## src/sbd_pkg.sv

```systemverilog
// Constants and carrier types shared by the side bus and DMA handshake block.
package sbd_pkg;

  // ==========================================================================
  // Bus cycle timing
  // ==========================================================================
  localparam int SBD_CLK_NS = 100;  // Clock period in ns.
  localparam int SBD_STROBE_NS = 300;  // Least strobe width in ns.
  // Least strobe width in clock cycles, rounded up.
  localparam int SBD_STROBE_CYC = (SBD_STROBE_NS + SBD_CLK_NS - 1) / SBD_CLK_NS;

  // ==========================================================================
  // Boot ROM ranges, one enable bit each
  // ==========================================================================
  localparam int SBD_ROM_RANGES = 2;  // Number of decoded ROM ranges.
  localparam logic [23:0] SBD_ROM0_BASE = 24'h0f0000;  // Upper ROM range base.
  localparam logic [23:0] SBD_ROM1_BASE = 24'h0e0000;  // Lower ROM range base.
  localparam logic [23:0] SBD_ROM_MASK = 24'hff0000;  // Each range spans 64 KiB.

  // ==========================================================================
  // DMA channels and the shared channel-3 pins
  // ==========================================================================
  localparam int SBD_DMA_CH = 4;  // Number of DMA channels.
  localparam int SBD_SHARED_CH = 3;  // Channel whose pins double as GPIO.
  localparam int SBD_GPIO_REQ_PIN = 27;  // GPIO number shared with request 3.
  localparam int SBD_GPIO_GNT_PIN = 28;  // GPIO number shared with grant 3.
  // Direction after reset, bit 1 for pin 28, bit 0 for pin 27; 1 is output.
  localparam logic [1:0] SBD_GPIO_DIR_RESET = 2'h2;

  // ==========================================================================
  // Types
  // ==========================================================================
  // One processor-side bus cycle request.
  typedef struct packed {
    logic write;  // 1 for an I/O or memory write.
    logic [23:0] addr;  // Cycle address.
    logic [15:0] wdata;  // Write data, low byte used by the slave.
  } sbd_cyc_type;

  // Bus cycle sequencer states, one-hot.
  typedef enum logic [3:0] {
    SBD_ST_IDLE = 4'h1,
    SBD_ST_SETUP = 4'h2,
    SBD_ST_STROBE = 4'h4,
    SBD_ST_HOLD = 4'h8
  } sbd_state_type;

endpackage

```

## src/sbd_side_bus.sv

```systemverilog
// Side bus master with boot ROM select, four-channel DMA grant and ready waits.
`timescale 1ns/1ns

// Function
// - Boot ROM select only for enabled ranges.
// - Grant low marks granted channel request.
// - Bus reset drives all grants high.
// - Request edges synchronised before use.
// - Low ready line inserts wait states.
// - Grant 3 shares pin with GPIO 28.
// - Request 3 shares pin with GPIO 27.
// - GPIO 28 defaults output, 27 input.
// - Read strobe makes slave drive data.
// - Write strobe makes slave latch low byte.
// - Bus reset drives both strobes high.
module sbd_side_bus
  import sbd_pkg::*;
#(
  parameter int STROBE_CYC = SBD_STROBE_CYC,
  parameter int LEN_W = 8
) (
  input wire logic clock,
  input wire logic resetn,
  input wire logic cyc_valid,
  input wire sbd_cyc_type cyc_req,
  input wire logic [SBD_ROM_RANGES-1:0] rom_range_enable,
  output logic cyc_done,
  output logic [15:0] cyc_rdata,
  input wire logic dma_write,
  input wire logic [LEN_W-1:0] dma_len,
  input wire logic [15:0] dma_wdata,
  input wire logic [SBD_DMA_CH-2:0] dma_request,
  output logic [SBD_DMA_CH-2:0] dma_grant_n,
  output logic io_read_strobe_n,
  output logic io_write_strobe_n,
  output logic boot_rom_select_n,
  output logic [23:0] side_addr,
  input wire logic [15:0] side_data_bus_in,
  output logic [15:0] side_data_bus_out,
  output logic side_data_bus_oe,
  input wire logic channel_ready_in,
  output logic channel_ready_out,
  output logic channel_ready_oe,
  input wire logic gpio_mode,
  input wire logic gpio_dir_load,
  input wire logic [1:0] gpio_dir_value,
  input wire logic [1:0] gpio_out,
  output logic [1:0] gpio_in,
  input wire logic pin27_in,
  output logic pin27_out,
  output logic pin27_oe,
  input wire logic pin28_in,
  output logic pin28_out,
  output logic pin28_oe
);

  // ==========================================================================
  // Elaboration checks
  // ==========================================================================
  // The strobe counter is four bits wide and must count at least one cycle.
  if (STROBE_CYC < 1 || STROBE_CYC > 15) begin : g_bad_strobe
    $error("STROBE_CYC must lie between 1 and 15");
  end
  if (LEN_W < 1 || LEN_W > 16) begin : g_bad_len
    $error("LEN_W must lie between 1 and 16");
  end

  localparam logic [3:0] STROBE_LAST = 4'(STROBE_CYC - 1);  // Counter load value.

  // ==========================================================================
  // Decode helpers
  // ==========================================================================
  // Returns 1 when the address hits an enabled boot ROM range.
  function automatic logic rom_hit(input logic [23:0] a,
                                   input logic [SBD_ROM_RANGES-1:0] en);
    rom_hit = (en[0] && ((a & SBD_ROM_MASK) == SBD_ROM0_BASE)) ||
              (en[1] && ((a & SBD_ROM_MASK) == SBD_ROM1_BASE));
  endfunction

  // ==========================================================================
  // Signals
  // ==========================================================================
  sbd_state_type st_r;  // Bus cycle sequencer state.
  logic [3:0] cnt_r;  // Remaining strobe cycles before ready is honoured.
  logic [SBD_DMA_CH-1:0] req_s1_r;  // First synchroniser stage, read by stage two only.
  logic [SBD_DMA_CH-1:0] req_s2_r;  // Synchronised requests.
  logic rdy_s1_r;  // First ready synchroniser stage.
  logic rdy_s2_r;  // Synchronised ready line.
  logic [SBD_DMA_CH-1:0] raw_req;  // Requests as seen at the pins.
  logic [SBD_DMA_CH-1:0] pend;  // Synchronised requests still eligible.
  logic [SBD_DMA_CH-1:0] grant_nxt_n;  // Next grant vector, active low.
  logic [SBD_DMA_CH-1:0] grant_n_r;  // Grant vector, active low.
  logic [LEN_W-1:0] left_r;  // Cycles left in the granted transfer.
  logic dma_act;  // Some channel is granted.
  logic dma_cyc_r;  // The current bus cycle belongs to the DMA transfer.
  logic wr_r;  // The current bus cycle writes.
  logic [1:0] dir_r;  // GPIO direction for pins 28 and 27.
  logic mode_r;  // Registered GPIO mode select.
  logic first_r;  // High in the first cycle after reset release.

  // The shared request pin feeds channel 3 only outside GPIO mode.
  assign raw_req = {pin27_in & ~gpio_mode, dma_request};
  assign pend = req_s2_r & {~gpio_mode, 3'h7};
  assign dma_act = ~&grant_n_r;
  assign dma_grant_n = grant_n_r[SBD_DMA_CH-2:0];

  // ==========================================================================
  // Synchronisers
  // ==========================================================================
  // Requests and ready arrive from other clock domains and pass two stages.
  always_ff @(posedge clock or negedge resetn) begin
    if (!resetn) begin
      req_s1_r <= '0;
      req_s2_r <= '0;
      rdy_s1_r <= 1'b1;
      rdy_s2_r <= 1'b1;
    end else begin
      req_s1_r <= raw_req;
      req_s2_r <= req_s1_r;
      rdy_s1_r <= channel_ready_in;
      rdy_s2_r <= rdy_s1_r;
    end
  end

  // ==========================================================================
  // DMA arbitration and grant
  // ==========================================================================
  // An idle bus grants the lowest pending channel; the grant stays put until
  // the count runs out or the request is withdrawn at the end of a cycle.
  always_comb begin
    grant_nxt_n = grant_n_r;
    if (st_r == SBD_ST_IDLE && !dma_act) begin
      for (int i = SBD_DMA_CH - 1; i >= 0; i--) begin
        if (pend[i]) begin
          grant_nxt_n = ~(4'h1 << i);
        end
      end
    end else if (st_r == SBD_ST_HOLD && dma_cyc_r) begin
      if (left_r <= 1 || !(|(pend & ~grant_n_r))) begin
        grant_nxt_n = '1;
      end
    end
    if (gpio_mode) begin
      grant_nxt_n[SBD_SHARED_CH] = 1'b1;
    end
  end

  // Grant and transfer count registers; the shared pin follows grant 3.
  always_ff @(posedge clock or negedge resetn) begin
    if (!resetn) begin
      grant_n_r <= '1;
      left_r <= '0;
    end else begin
      grant_n_r <= grant_nxt_n;
      if (st_r == SBD_ST_IDLE && !dma_act) begin
        left_r <= dma_len;
      end else if (st_r == SBD_ST_HOLD && dma_cyc_r) begin
        left_r <= left_r - 1'b1;
      end
    end
  end

  // ==========================================================================
  // Bus cycle sequencer
  // ==========================================================================
  // A granted channel is served before any processor cycle; the strobe lasts
  // its least width and then as long as the synchronised ready stays low.
  always_ff @(posedge clock or negedge resetn) begin
    if (!resetn) begin
      st_r <= SBD_ST_IDLE;
      cnt_r <= '0;
      dma_cyc_r <= 1'b0;
      wr_r <= 1'b0;
      io_read_strobe_n <= 1'b1;
      io_write_strobe_n <= 1'b1;
      boot_rom_select_n <= 1'b1;
      side_addr <= '0;
      side_data_bus_out <= '0;
      side_data_bus_oe <= 1'b0;
      cyc_done <= 1'b0;
      cyc_rdata <= '0;
    end else begin
      cyc_done <= 1'b0;
      unique case (st_r)
        SBD_ST_IDLE: begin
          if (dma_act) begin
            // The grant already selects the slave; no address is decoded.
            st_r <= SBD_ST_SETUP;
            dma_cyc_r <= 1'b1;
            wr_r <= dma_write;
            side_addr <= '0;
            side_data_bus_out <= dma_wdata;
            side_data_bus_oe <= dma_write;
          end else if (cyc_valid && pend == '0) begin
            st_r <= SBD_ST_SETUP;
            dma_cyc_r <= 1'b0;
            wr_r <= cyc_req.write;
            side_addr <= cyc_req.addr;
            side_data_bus_out <= cyc_req.wdata;
            side_data_bus_oe <= cyc_req.write;
            boot_rom_select_n <= ~rom_hit(cyc_req.addr, rom_range_enable);
          end
        end
        SBD_ST_SETUP: begin
          // Address and select settle one cycle before the strobe.
          st_r <= SBD_ST_STROBE;
          cnt_r <= STROBE_LAST;
          io_read_strobe_n <= wr_r;
          io_write_strobe_n <= ~wr_r;
        end
        SBD_ST_STROBE: begin
          if (cnt_r != 4'h0) begin
            cnt_r <= cnt_r - 4'h1;
          end else if (rdy_s2_r) begin
            // Read data is taken while the strobe is still low.
            st_r <= SBD_ST_HOLD;
            cyc_rdata <= side_data_bus_in;
            io_read_strobe_n <= 1'b1;
            io_write_strobe_n <= 1'b1;
          end
          // Otherwise ready is low and the strobe stays asserted.
        end
        SBD_ST_HOLD: begin
          // One cycle of hold after the strobe closes the cycle.
          st_r <= SBD_ST_IDLE;
          boot_rom_select_n <= 1'b1;
          side_data_bus_oe <= 1'b0;
          cyc_done <= ~dma_cyc_r;
        end
      endcase
    end
  end

  // ==========================================================================
  // Shared GPIO pins
  // ==========================================================================
  // Direction register starts at its defaults and is reloaded on request.
  always_ff @(posedge clock or negedge resetn) begin
    if (!resetn) begin
      dir_r <= SBD_GPIO_DIR_RESET;
      mode_r <= 1'b0;
      first_r <= 1'b1;
      gpio_in <= '0;
      pin27_out <= 1'b0;
      pin27_oe <= 1'b0;
      pin28_out <= 1'b1;
      pin28_oe <= 1'b1;
      channel_ready_out <= 1'b0;
      channel_ready_oe <= 1'b0;
    end else begin
      first_r <= 1'b0;
      mode_r <= gpio_mode;
      if (gpio_dir_load) begin
        dir_r <= gpio_dir_value;
      end
      gpio_in <= {pin28_in, pin27_in};
      // Pin 27 drives only as a GPIO configured for output.
      pin27_out <= gpio_out[0];
      pin27_oe <= gpio_mode & dir_r[0];
      // Pin 28 carries grant 3 unless GPIO mode is selected.
      pin28_out <= gpio_mode ? gpio_out[1] : grant_nxt_n[SBD_SHARED_CH];
      pin28_oe <= gpio_mode ? dir_r[1] : 1'b1;
      // The ready line is only ever sampled; it idles high by pull-up.
      channel_ready_out <= 1'b0;
      channel_ready_oe <= 1'b0;
    end
  end
endmodule

```

## config.mk

```make
export PLATFORM = sky130hd
export DESIGN_NAME = sbd_side_bus
export DESIGN_NICKNAME = d
export VERILOG_FILES = /design/src/sbd_pkg.sv /design/src/sbd_side_bus.sv
export SDC_FILE = /design/constraint.sdc
export NUM_CORES = 1
export LEC_CHECK = 0
export ABC_CLOCK_PERIOD_IN_PS = 2200
export BUFFER_PORTS_ARGS = -buffer_cell sky130_fd_sc_hd__buf_4
export CORE_MARGIN = 2
export CORE_UTILIZATION = 44
export CTS_CLUSTER_SIZE = 8
export DETAILED_ROUTE_END_ITERATION = 6
export MAX_ROUTING_LAYER = met4
export PLACE_DENSITY_LB_ADDON = 0.25
export SYNTH_ARGS = -nofsm -noshare
export SYNTH_HDL_FRONTEND = slang
export SYNTH_SLANG_ARGS = --single-unit
```

## constraint.sdc

```tcl
create_clock -name clock -period 2.2 [get_ports clock]
set_clock_uncertainty 0.1 [all_clocks]
set_input_delay 0.22 -clock clock [delete_from_list [all_inputs] [get_ports clock]]
set_output_delay 0.22 -clock clock [all_outputs]
set_load 0.01 [all_outputs]
```

# Yosys cells after proc, flatten, opt, wreduce, memory -nomap -nowiden
# Index checks and enable logic that the tools add are counted.
[totals] elab_cells=112 register_bits=101 out_inout_bits=72 inputBits=99
[op_classes] magnitude_cmp=1 bitwise_logic=10 n_eq_ne=14 muxes=36 add_sub_neg=2 n_reduce_logical=24
[ops] operator="$mux 24" count=2
[ops] operator="$mux 4" count=12
[ops] operator="$mux 16" count=2
[ops] operator="$eq 8x4->1 const B" count=2
[ops] operator="$mux 8" count=2
[ops] operator="$pmux 4 s4" count=1
[ops] operator="$reduce_and 3->1" count=5
[ops] operator="$mux 1" count=12
[ops] operator="$and 4x4->4" count=2
[ops] operator="$le 8x1->1 const B" count=1
[ops] operator="$pmux 1 s2" count=4
[ops] operator="$pmux 4 s2" count=1
[ops] operator="$reduce_bool 2->1" count=4
[ops] operator="$sub 8x1->8 const B" count=1
[ops] operator="$ne 2x1->1 const B" count=3
[ops] operator="$ne 2x2->1 const B" count=3
[ops] operator="$reduce_and 2->1" count=3
[ops] operator="$logic_and 1x1->1" count=5
[ops] operator="$ne 5x5->1 const B" count=1
[ops] operator="$not 1->1" count=5
[ops] operator="$eq 4x1->1 const B" count=1
[ops] operator="$eq 4x2->1 const B" count=1
[ops] operator="$eq 4x3->1 const B" count=1
[ops] operator="$eq 4x4->1 const B" count=1
[ops] operator="10 further kinds" count=12

# Logic depth before layout (Yosys ltp)
# Gate-level depths: netlist (run 1).
[logic_depth] word_depth=11 depth_mapped=7 depth_no_buf=6

# Least setup slack after synthesis (run 1)
# No wires, ideal clock.
[synth_timing] kind="flip-flop to flip-flop" start="reg st_r[0]" end="reg side_data_bus_out[10]" t_arrival_ps=1839 setup_ps=125 setup_slack_ps=136 n_path_buf=1 period_less_slack_ps=2064 path_stages_with_launch=5 required_time_ps=1975 path_cell_list="dfstp_2 > nor4b_4 > a21boi_4 > buf_4 > mux2_2"
[synth_between] elab_chain_cells=2
[synth_rtl] item="start, declared" line_no="sbd_side_bus.sv:83" text="sbd_state_type st_r;"
[synth_rtl] item="start signal, assigned" line_no="sbd_side_bus.sv:170" text="st_r <= SBD_ST_IDLE;"
[synth_rtl] item="start signal, assigned" line_no="sbd_side_bus.sv:188" text="st_r <= SBD_ST_SETUP;"
[synth_rtl] item="start signal, assigned" line_no="sbd_side_bus.sv:195" text="st_r <= SBD_ST_SETUP;"
[synth_rtl] item="$eq 4x1->1" line_no="sbd_side_bus.sv:184" text="unique case (st_r)"
[synth_rtl] item="$reduce_and 2->1 (no line)"
[synth_rtl] item="end signal, assigned" line_no="sbd_side_bus.sv:192" text="side_data_bus_out <= dma_wdata;"
[synth_rtl] item="end signal, assigned" line_no="sbd_side_bus.sv:199" text="side_data_bus_out <= cyc_req.wdata;"
[synth_rtl] item="end, declared" line_no="sbd_side_bus.sv:39" text="output logic [15:0] side_data_bus_out,"
# No other way between the ends.
# A chain may end at the register's enable or synchronous reset.

# Final worst setup path (run 1)
[layout_timing] start="reg st_r[0]" end="reg left_r[2]"
[layout_between] elab_chain_cells=3 elab_cells_between_ends=6 classes_between="eq/ne (2); mux (1); reduce/logical (3)"
[layout_rtl] item="$eq 4x1->1 or $eq 4x4->1 (tied branches)" line_no="sbd_side_bus.sv:155, sbd_side_bus.sv:157"
[layout_rtl] item="$logic_and 1x1->1 (on tied branches)" line_no="sbd_side_bus.sv:155, sbd_side_bus.sv:157"
[layout_rtl] item="$mux 8 or $reduce_bool 2->1 (tied branches)"
[layout_rtl] item="end signal, assigned" line_no="sbd_side_bus.sv:156" text="left_r <= dma_len;"
[layout_rtl] item="end signal, assigned" line_no="sbd_side_bus.sv:158" text="left_r <= left_r - 1'b1;"
[layout_rtl] item="end, declared" line_no="sbd_side_bus.sv:93" text="logic [LEN_W-1:0] left_r;"
# Several ways; a longest one is shown, not always the timed one.

==> results_dict.tcl, run 1 <==
set metrics [dict create \
    cp-endpoint "left_r[2]" \
    crit_buf_inv 1 \
    finalCritPeriodShare_pct 94.5 \
    clk_latency_ns 0.36 \
    rrSetupSlack_ns 0.12 \
    synth-async-reset-ratio_pct 100 \
    grt_pass1_wl_mm 18.3 \
    final_common_cell "buf_4" \
    rsz0062_at_grt "no" \
    clock_sinks 101 \
    crit_path_start_kind "register" \
    powerDensity_nw_per_um2 868 \
    final_nets 691 \
    dp_slack_ns 0.141 \
    fill_cells 707 \
    timing.setup.critical_path_class "register to register" \
    wl_per_cell_um 15.8 \
    regArea_um2 2540 \
    status "complete, no violations" \
    fin_crit_ns 2.08 \
    grt_overflow_total 0 \
    finalPower_uw 5680 \
    root_buffer "clkbuf_8" \
    rows 35 \
    drt_iter0_drc 119 \
    core_area_um2 9330 \
    synth_top_area_cell "dfrtp_1" \
    diodes 0 \
    path_cells "nor4b_4 > buf_4 > a22o_1 > o21ai_0 > a221o_2" \
    antenna_found_initial 0 \
    setup_viol 0 \
    port_buffers 168 \
    synth_area_leaders "dfrtp_1 52%, mux2_2 9.0%, dfstp_2 8.0%" \
    internal_power_uw 3900 \
    seqPwrFrac_pct 46.1 \
    power_leakage_uw 0.00314 \
    vias_per_cell 5.08 \
    hold_class "input pin to register" \
    synth_flop_cell "dfrtp_1" \
    reg2reg_depth 5 \
    synth_cell_type_count 55 \
    power_frac_comb_pct 32.8 \
    dr_wl_met3_um 421 \
    wl_met1_mm 4.51 \
    critPathLaunch "st_r[0]" \
    slew_viol_final 0 \
    place.gp.congestion 0.903 \
    crit_family "compound AO/OA/AOI/OAI gates" \
    yosys_warnings 0 \
    synth_top_cell_area_share_pct 51.7 \
    design_area_um2 6540 \
    syn_area_um2 4260 \
    grt_pass1_vias 3827 \
    cp_max_fo 6 \
    swShare_pct 31.3 \
    r2r_end "left_r[2]" \
    cp.arrival_ns 2.22 \
    syn-mean-instance-area_um2 12.1 \
    path_clk_slew_ns 0.10 \
    cts_buffers 9 \
    syn-instance-count 351 \
    initial_core_util_pct 45.7 \
    power_frac_clock_pct 21.1 \
    synth_seq_area_share_pct 59.7 \
    die_w_um 102 \
    cp-end-kind "register" \
    cts_tree "yes" \
    ys_ff_latch 101 \
    max_freq_mhz 481 \
    layout_setup_ws_ns 0.122 \
    netSwitchingPower_uw 1770 \
    drive_gt1_share_pct 44.1 \
    fp.dieArea_um2 10500 \
    cpMaxStageDelayCell "dfstp_2" \
    multi_input_area_um2 1590 \
    clockBufferDepth 2 \
    vdd_ir_drop_max_mv 0.555 \
    drt_pass1_iterations 4 \
    wl_met2_mm 6.11 \
    grt.total_usage_pct 23.5 \
    ios 171 \
    synth_edf_count 0 \
    fin_hold_ws_ns 0.0438 \
    htreeDepth 3 \
    cp_slowest_stage_delay_ns 0.62 \
    placed_area_um2 5730 \
    die-height_um 102 \
    layout_common_cells "182 x buf_4, 88 x dfrtp_1, 63 x nand2_1, 60 x dlygate4sd3_1, 34 x mux2_2" \
    grt_max_degree 48 \
    maxUsedRoutingLayer "met4" \
    cp_num_cells 5 \
    place_hpwl_mm 7.95 \
    tns_ns 0 \
    via_count 3673 \
    areaGrowthSynthToFinish_pct 53.4 \
    max-cap-violations 0 \
    wirelength_mm 11.5 \
    reg2reg_from "st_r[0]" \
    drc 0 \
    required_ns 2.34 \
    antenna_left 0 \
    final_hold_viol_count 0 \
]
through the flow:
step | util [%] | std cells
floorplan | - | 352
global placement | 61.5 | 647
detailed placement | 61.5 | 647
CTS | 70.1 | 723
global route | 70.1 | 723
finish | 70.1 | 723
worst register-to-register path: cells and delay by family (launching register included):
| kind | cells | cell delay (ns) |
|---|---|---|
| flip-flops | 1 | 0.62 |
| buffers and inverters | 1 | 0.21 |
| AND/OR/NAND/NOR | 1 | 0.39 |
| AO/OA/AOI/OAI | 3 | 0.65 |
flip-flops by register name, indices dropped and copies added (netlist names), 2 cells and up:
| register | count |
|---|---|
| cyc_rdata | 16 |
| left_r | 8 |
| side_data_bus_out | 16 |
| cnt_r | 4 |
| dir_r | 2 |
| st_r | 4 |
| grant_n_r | 4 |
| req_s1_r | 4 |
| req_s2_r | 4 |
| gpio_in | 2 |
| side_addr | 24 |
routing by layer:
layer,vias up,track usage [%]
li1,1716,-
met5,-,-
met4,0,12.7
met3,32,4.10
met2,126,39.5
met1,1799,26.6
power groups by stage:
stage | clock network (µW) | logic, µW | registers [µW]
2_1_floorplan | 0 | 801 | 2720
3_3_place_gp | 0 | 1730 | 2610
3_5_place_dp | 0 | 1790 | 2640
4_1_cts | 1240 | 1880 | 2610
5_1_grt | 1300 | 2040 | 2670
6_report | 1200 | 1860 | 2620
cell usage after synthesis (2+ instances only):
master and n:
or3_1 2, dfrtp_1 88, a21oi_1 4, nor3_1 5, buf_4 6, nand2_1 63
nor2b_1 2, mux2i_1 2, nor4_1 2, mux2_2 34, o21ai_0 10, nand2b_1 6
or4b_2 2, buf_2 5, nand4_1 2, nor3b_1 3, ha_1 3, nor2_1 9
a22o_1 26, inv_1 8, a221o_1 2, a2bb2oi_1 2, o311ai_0 4, dfstp_2 13
xor2_1 2, nor4b_4 2, clkbuf_1 6, and2_1 2, or4_2 2, o2111ai_1 2
nand3_1 8
worst min path at each step:
stage | startpoint | endpoint | slack, ns | cells past startpoint
floorplan | resetn | cnt_r[0] | -0.18 | 0
CTS | dma_len[1] | left_r[1] | 0.03 | 3
finish | dma_len[1] | left_r[1] | 0.04 | 3
global placement | resetn | req_s1_r[2] | 0.10 | 1
detailed placement | resetn | req_s1_r[2] | 0.11 | 1
global route | dma_len[1] | left_r[1] | 0.03 | 3
kinds of logic after synthesis:
group / Yosys count / synth area share, %
AND/OR/NAND/NOR: 122 / 15.2
flip-flops: 101 / 59.7
AO/OA/AOI/OAI: 60 / 11.3
multiplexers: 36 / 9.46
buffers and inverters: 26 / 2.97
adder cells (fa/ha/maj): 3 / 0.881
XOR/XNOR: 2 / 0.411
other: 1 / 0.0880
final cells by class:
type	count	area share, %
clock buffers	11	2.16
clock inverters	5	0.900
inverters	8	0.460
multi-input cells	225	24.4
flip-flops and latches	101	38.9
well taps	129	2.47
repair buffers	244	30.7
what timing repair did:
item	CTS	global route
hold buffers	60	0
endpoints found under the setup margin	0	1
resized for setup	0	1
buffers inserted	0	0
hold endpoints to repair	85	0
Power figures use the tool's default switching activity.
==> run 2: changes to the inputs <==
- CELL_PAD_IN_SITES_DETAIL_PLACEMENT: not set -> 0
- CELL_PAD_IN_SITES_GLOBAL_PLACEMENT: not set -> 1
- CORE_UTILIZATION: 44 -> 29
==> run 2 against run 1 <==
Register-to-register slack better by 0.07 ns; utilization is 24 points lower; routed wire length is 1.7% higher; sequential power hardly changed; fmax is 3.5% higher; critical path type unchanged; largest power group unchanged; via count is 3.2% lower; cell count is 6.6% higher; clock power is 37% higher.
==> results_dict.tcl, run 2 (synthesis gave the netlist of run 1 again) <==
set metrics [dict create \
    max_freq_mhz 498 \
    cp-end-kind "register" \
    ios 171 \
    drt_iter0_drc 189 \
    vias_per_cell 4.61 \
    setup_viol 0 \
    drt_pass1_iterations 4 \
    cp.arrival_ns 2.14 \
    clock_sinks 101 \
    slew_viol_final 0 \
    crit_path_start_kind "register" \
    drive_gt1_share_pct 44.6 \
    grt_max_degree 44 \
    tns_ns 0 \
    max-cap-violations 0 \
    grt.total_usage_pct 15.9 \
    fp.dieArea_um2 15700 \
    path_clk_slew_ns 0.07 \
    reg2reg_from "st_r[0]" \
    fill_cells 1400 \
    die_w_um 125 \
    worst_pin_slew_ns 0.573 \
    fin_crit_ns 2.01 \
    grt_pass1_wl_mm 19.1 \
    clockBufferDepth 2 \
    multi_input_area_um2 1590 \
    layout_common_cells "181 x buf_4, 88 x dfrtp_1, 63 x nand2_1, 54 x dlygate4sd3_1, 34 x mux2_2" \
    diodes 0 \
    grt_overflow_total 0 \
    top_regs "side_addr x24, cyc_rdata x16, side_data_bus_out x16" \
    fin_hold_ws_ns 0.00866 \
    areaGrowthSynthToFinish_pct 56.0 \
    regArea_um2 2540 \
    status "complete, no violations" \
    htreeDepth 3 \
    layout_setup_ws_ns 0.193 \
    wirelength_mm 11.6 \
    port_buffers 168 \
    placed_area_um2 5800 \
    rsz0062_at_grt "no" \
    finalCritPeriodShare_pct 91.2 \
    cts_buffers 9 \
    core_area_um2 14400 \
    root_buffer "clkbuf_16" \
    final_hold_viol_count 0 \
    cp_max_fo 6 \
    rows 44 \
    dp_slack_ns 0.186 \
    design_area_um2 6640 \
    clk_latency_ns 0.35 \
    place.gp.congestion 0.815 \
    drc 0 \
    hold_class "input pin to register" \
    vdd_ir_drop_max_mv 0.411 \
    place_hpwl_mm 8.37 \
    post-route-util_pct 46.1 \
    cp-endpoint "left_r[2]" \
    powerDensity_nw_per_um2 919 \
    required_ns 2.33 \
    antenna_left 0 \
    r2r_end "left_r[2]" \
    critPathLaunch "st_r[0]" \
    antenna_found_initial 0 \
    grt_pass1_vias 3809 \
    final_nets 684 \
    via_count 3555 \
    top_register "side_addr" \
    cts_tree "yes" \
    largest_reg_flops 24 \
    power_leakage_uw 0.00316 \
    initial_core_util_pct 29.5 \
    wl_per_cell_um 15.1 \
    timing.slew.headroom_pct 61.8 \
    die-height_um 125 \
    rrSetupSlack_ns 0.19 \
    timing.setup.critical_path_class "register to register" \
    final_common_cell "buf_4" \
    reg2reg_depth 5 \
]
run 2: layer usage:
metal  wire, µm  global-route usage [%]  part of all wire (%)
met1       4700                    17.3                    40
met2       6190                    27.7                    53
met3        486                    3.81                   4.2
met4        274                    6.67                   2.4
met5          0                       -                     0
run 2: metrics by stage:
| step | power (µW) | instances |
|---|---|---|
| floorplan | 3520 | 352 |
| global placement | 4400 | 701 |
| detailed placement | 4450 | 701 |
| CTS | 6200 | 769 |
| global route | 6500 | 771 |
| finish | 6110 | 771 |
run 2: worst min path at each step:
stage / startpoint / endpoint / slack [ns] / depth (start not counted)
after floorplan: resetn / cnt_r[0] / -0.18 / 0
after global placement: resetn / cyc_rdata[2] / 0.15 / 1
after detailed placement: resetn / cyc_rdata[2] / 0.16 / 1
after CTS: side_data_bus_in[5] / cyc_rdata[5] / 0.001 / 2
after global routing: dma_len[2] / left_r[2] / 0.01 / 2
final: cyc_req[38] / side_addr[22] / 0.009 / 2
run 2: cell type report:
cell class | count | area share, %
Inverter | 8 | 0.452
Timing Repair Buffer | 237 | 29.2
Multi-Input combinational cell | 225 | 24.0
Clock buffer | 9 | 3.39
Tap cell | 184 | 3.47
Sequential cell | 101 | 38.3
Clock inverter | 7 | 1.22
run 2: repair_timing:
| action | 4_1_cts | 5_1_grt |
|---|---|---|
| hold buffers | 52 | 2 |
| gates resized for setup | 0 | 0 |
| hold endpoints to repair | 91 | 2 |
| setup endpoints to repair | 0 | 0 |
| buffers inserted | 0 | 0 |
run 2: worst max-delay path, cell delays in order (launching register included):
cell	delay (ns)
dfstp_2	0.60
nor4b_4	0.36
buf_4	0.20
a22o_1	0.19
o21ai_0	0.11
a221o_2	0.34
run 2: power breakdown:
| part | total, µW | switching [µW] | internal [µW] |
|---|---|---|---|
| clock | 1640 | 740 | 896 |
| combinational | 1860 | 826 | 1040 |
| sequential | 2610 | 310 | 2300 |
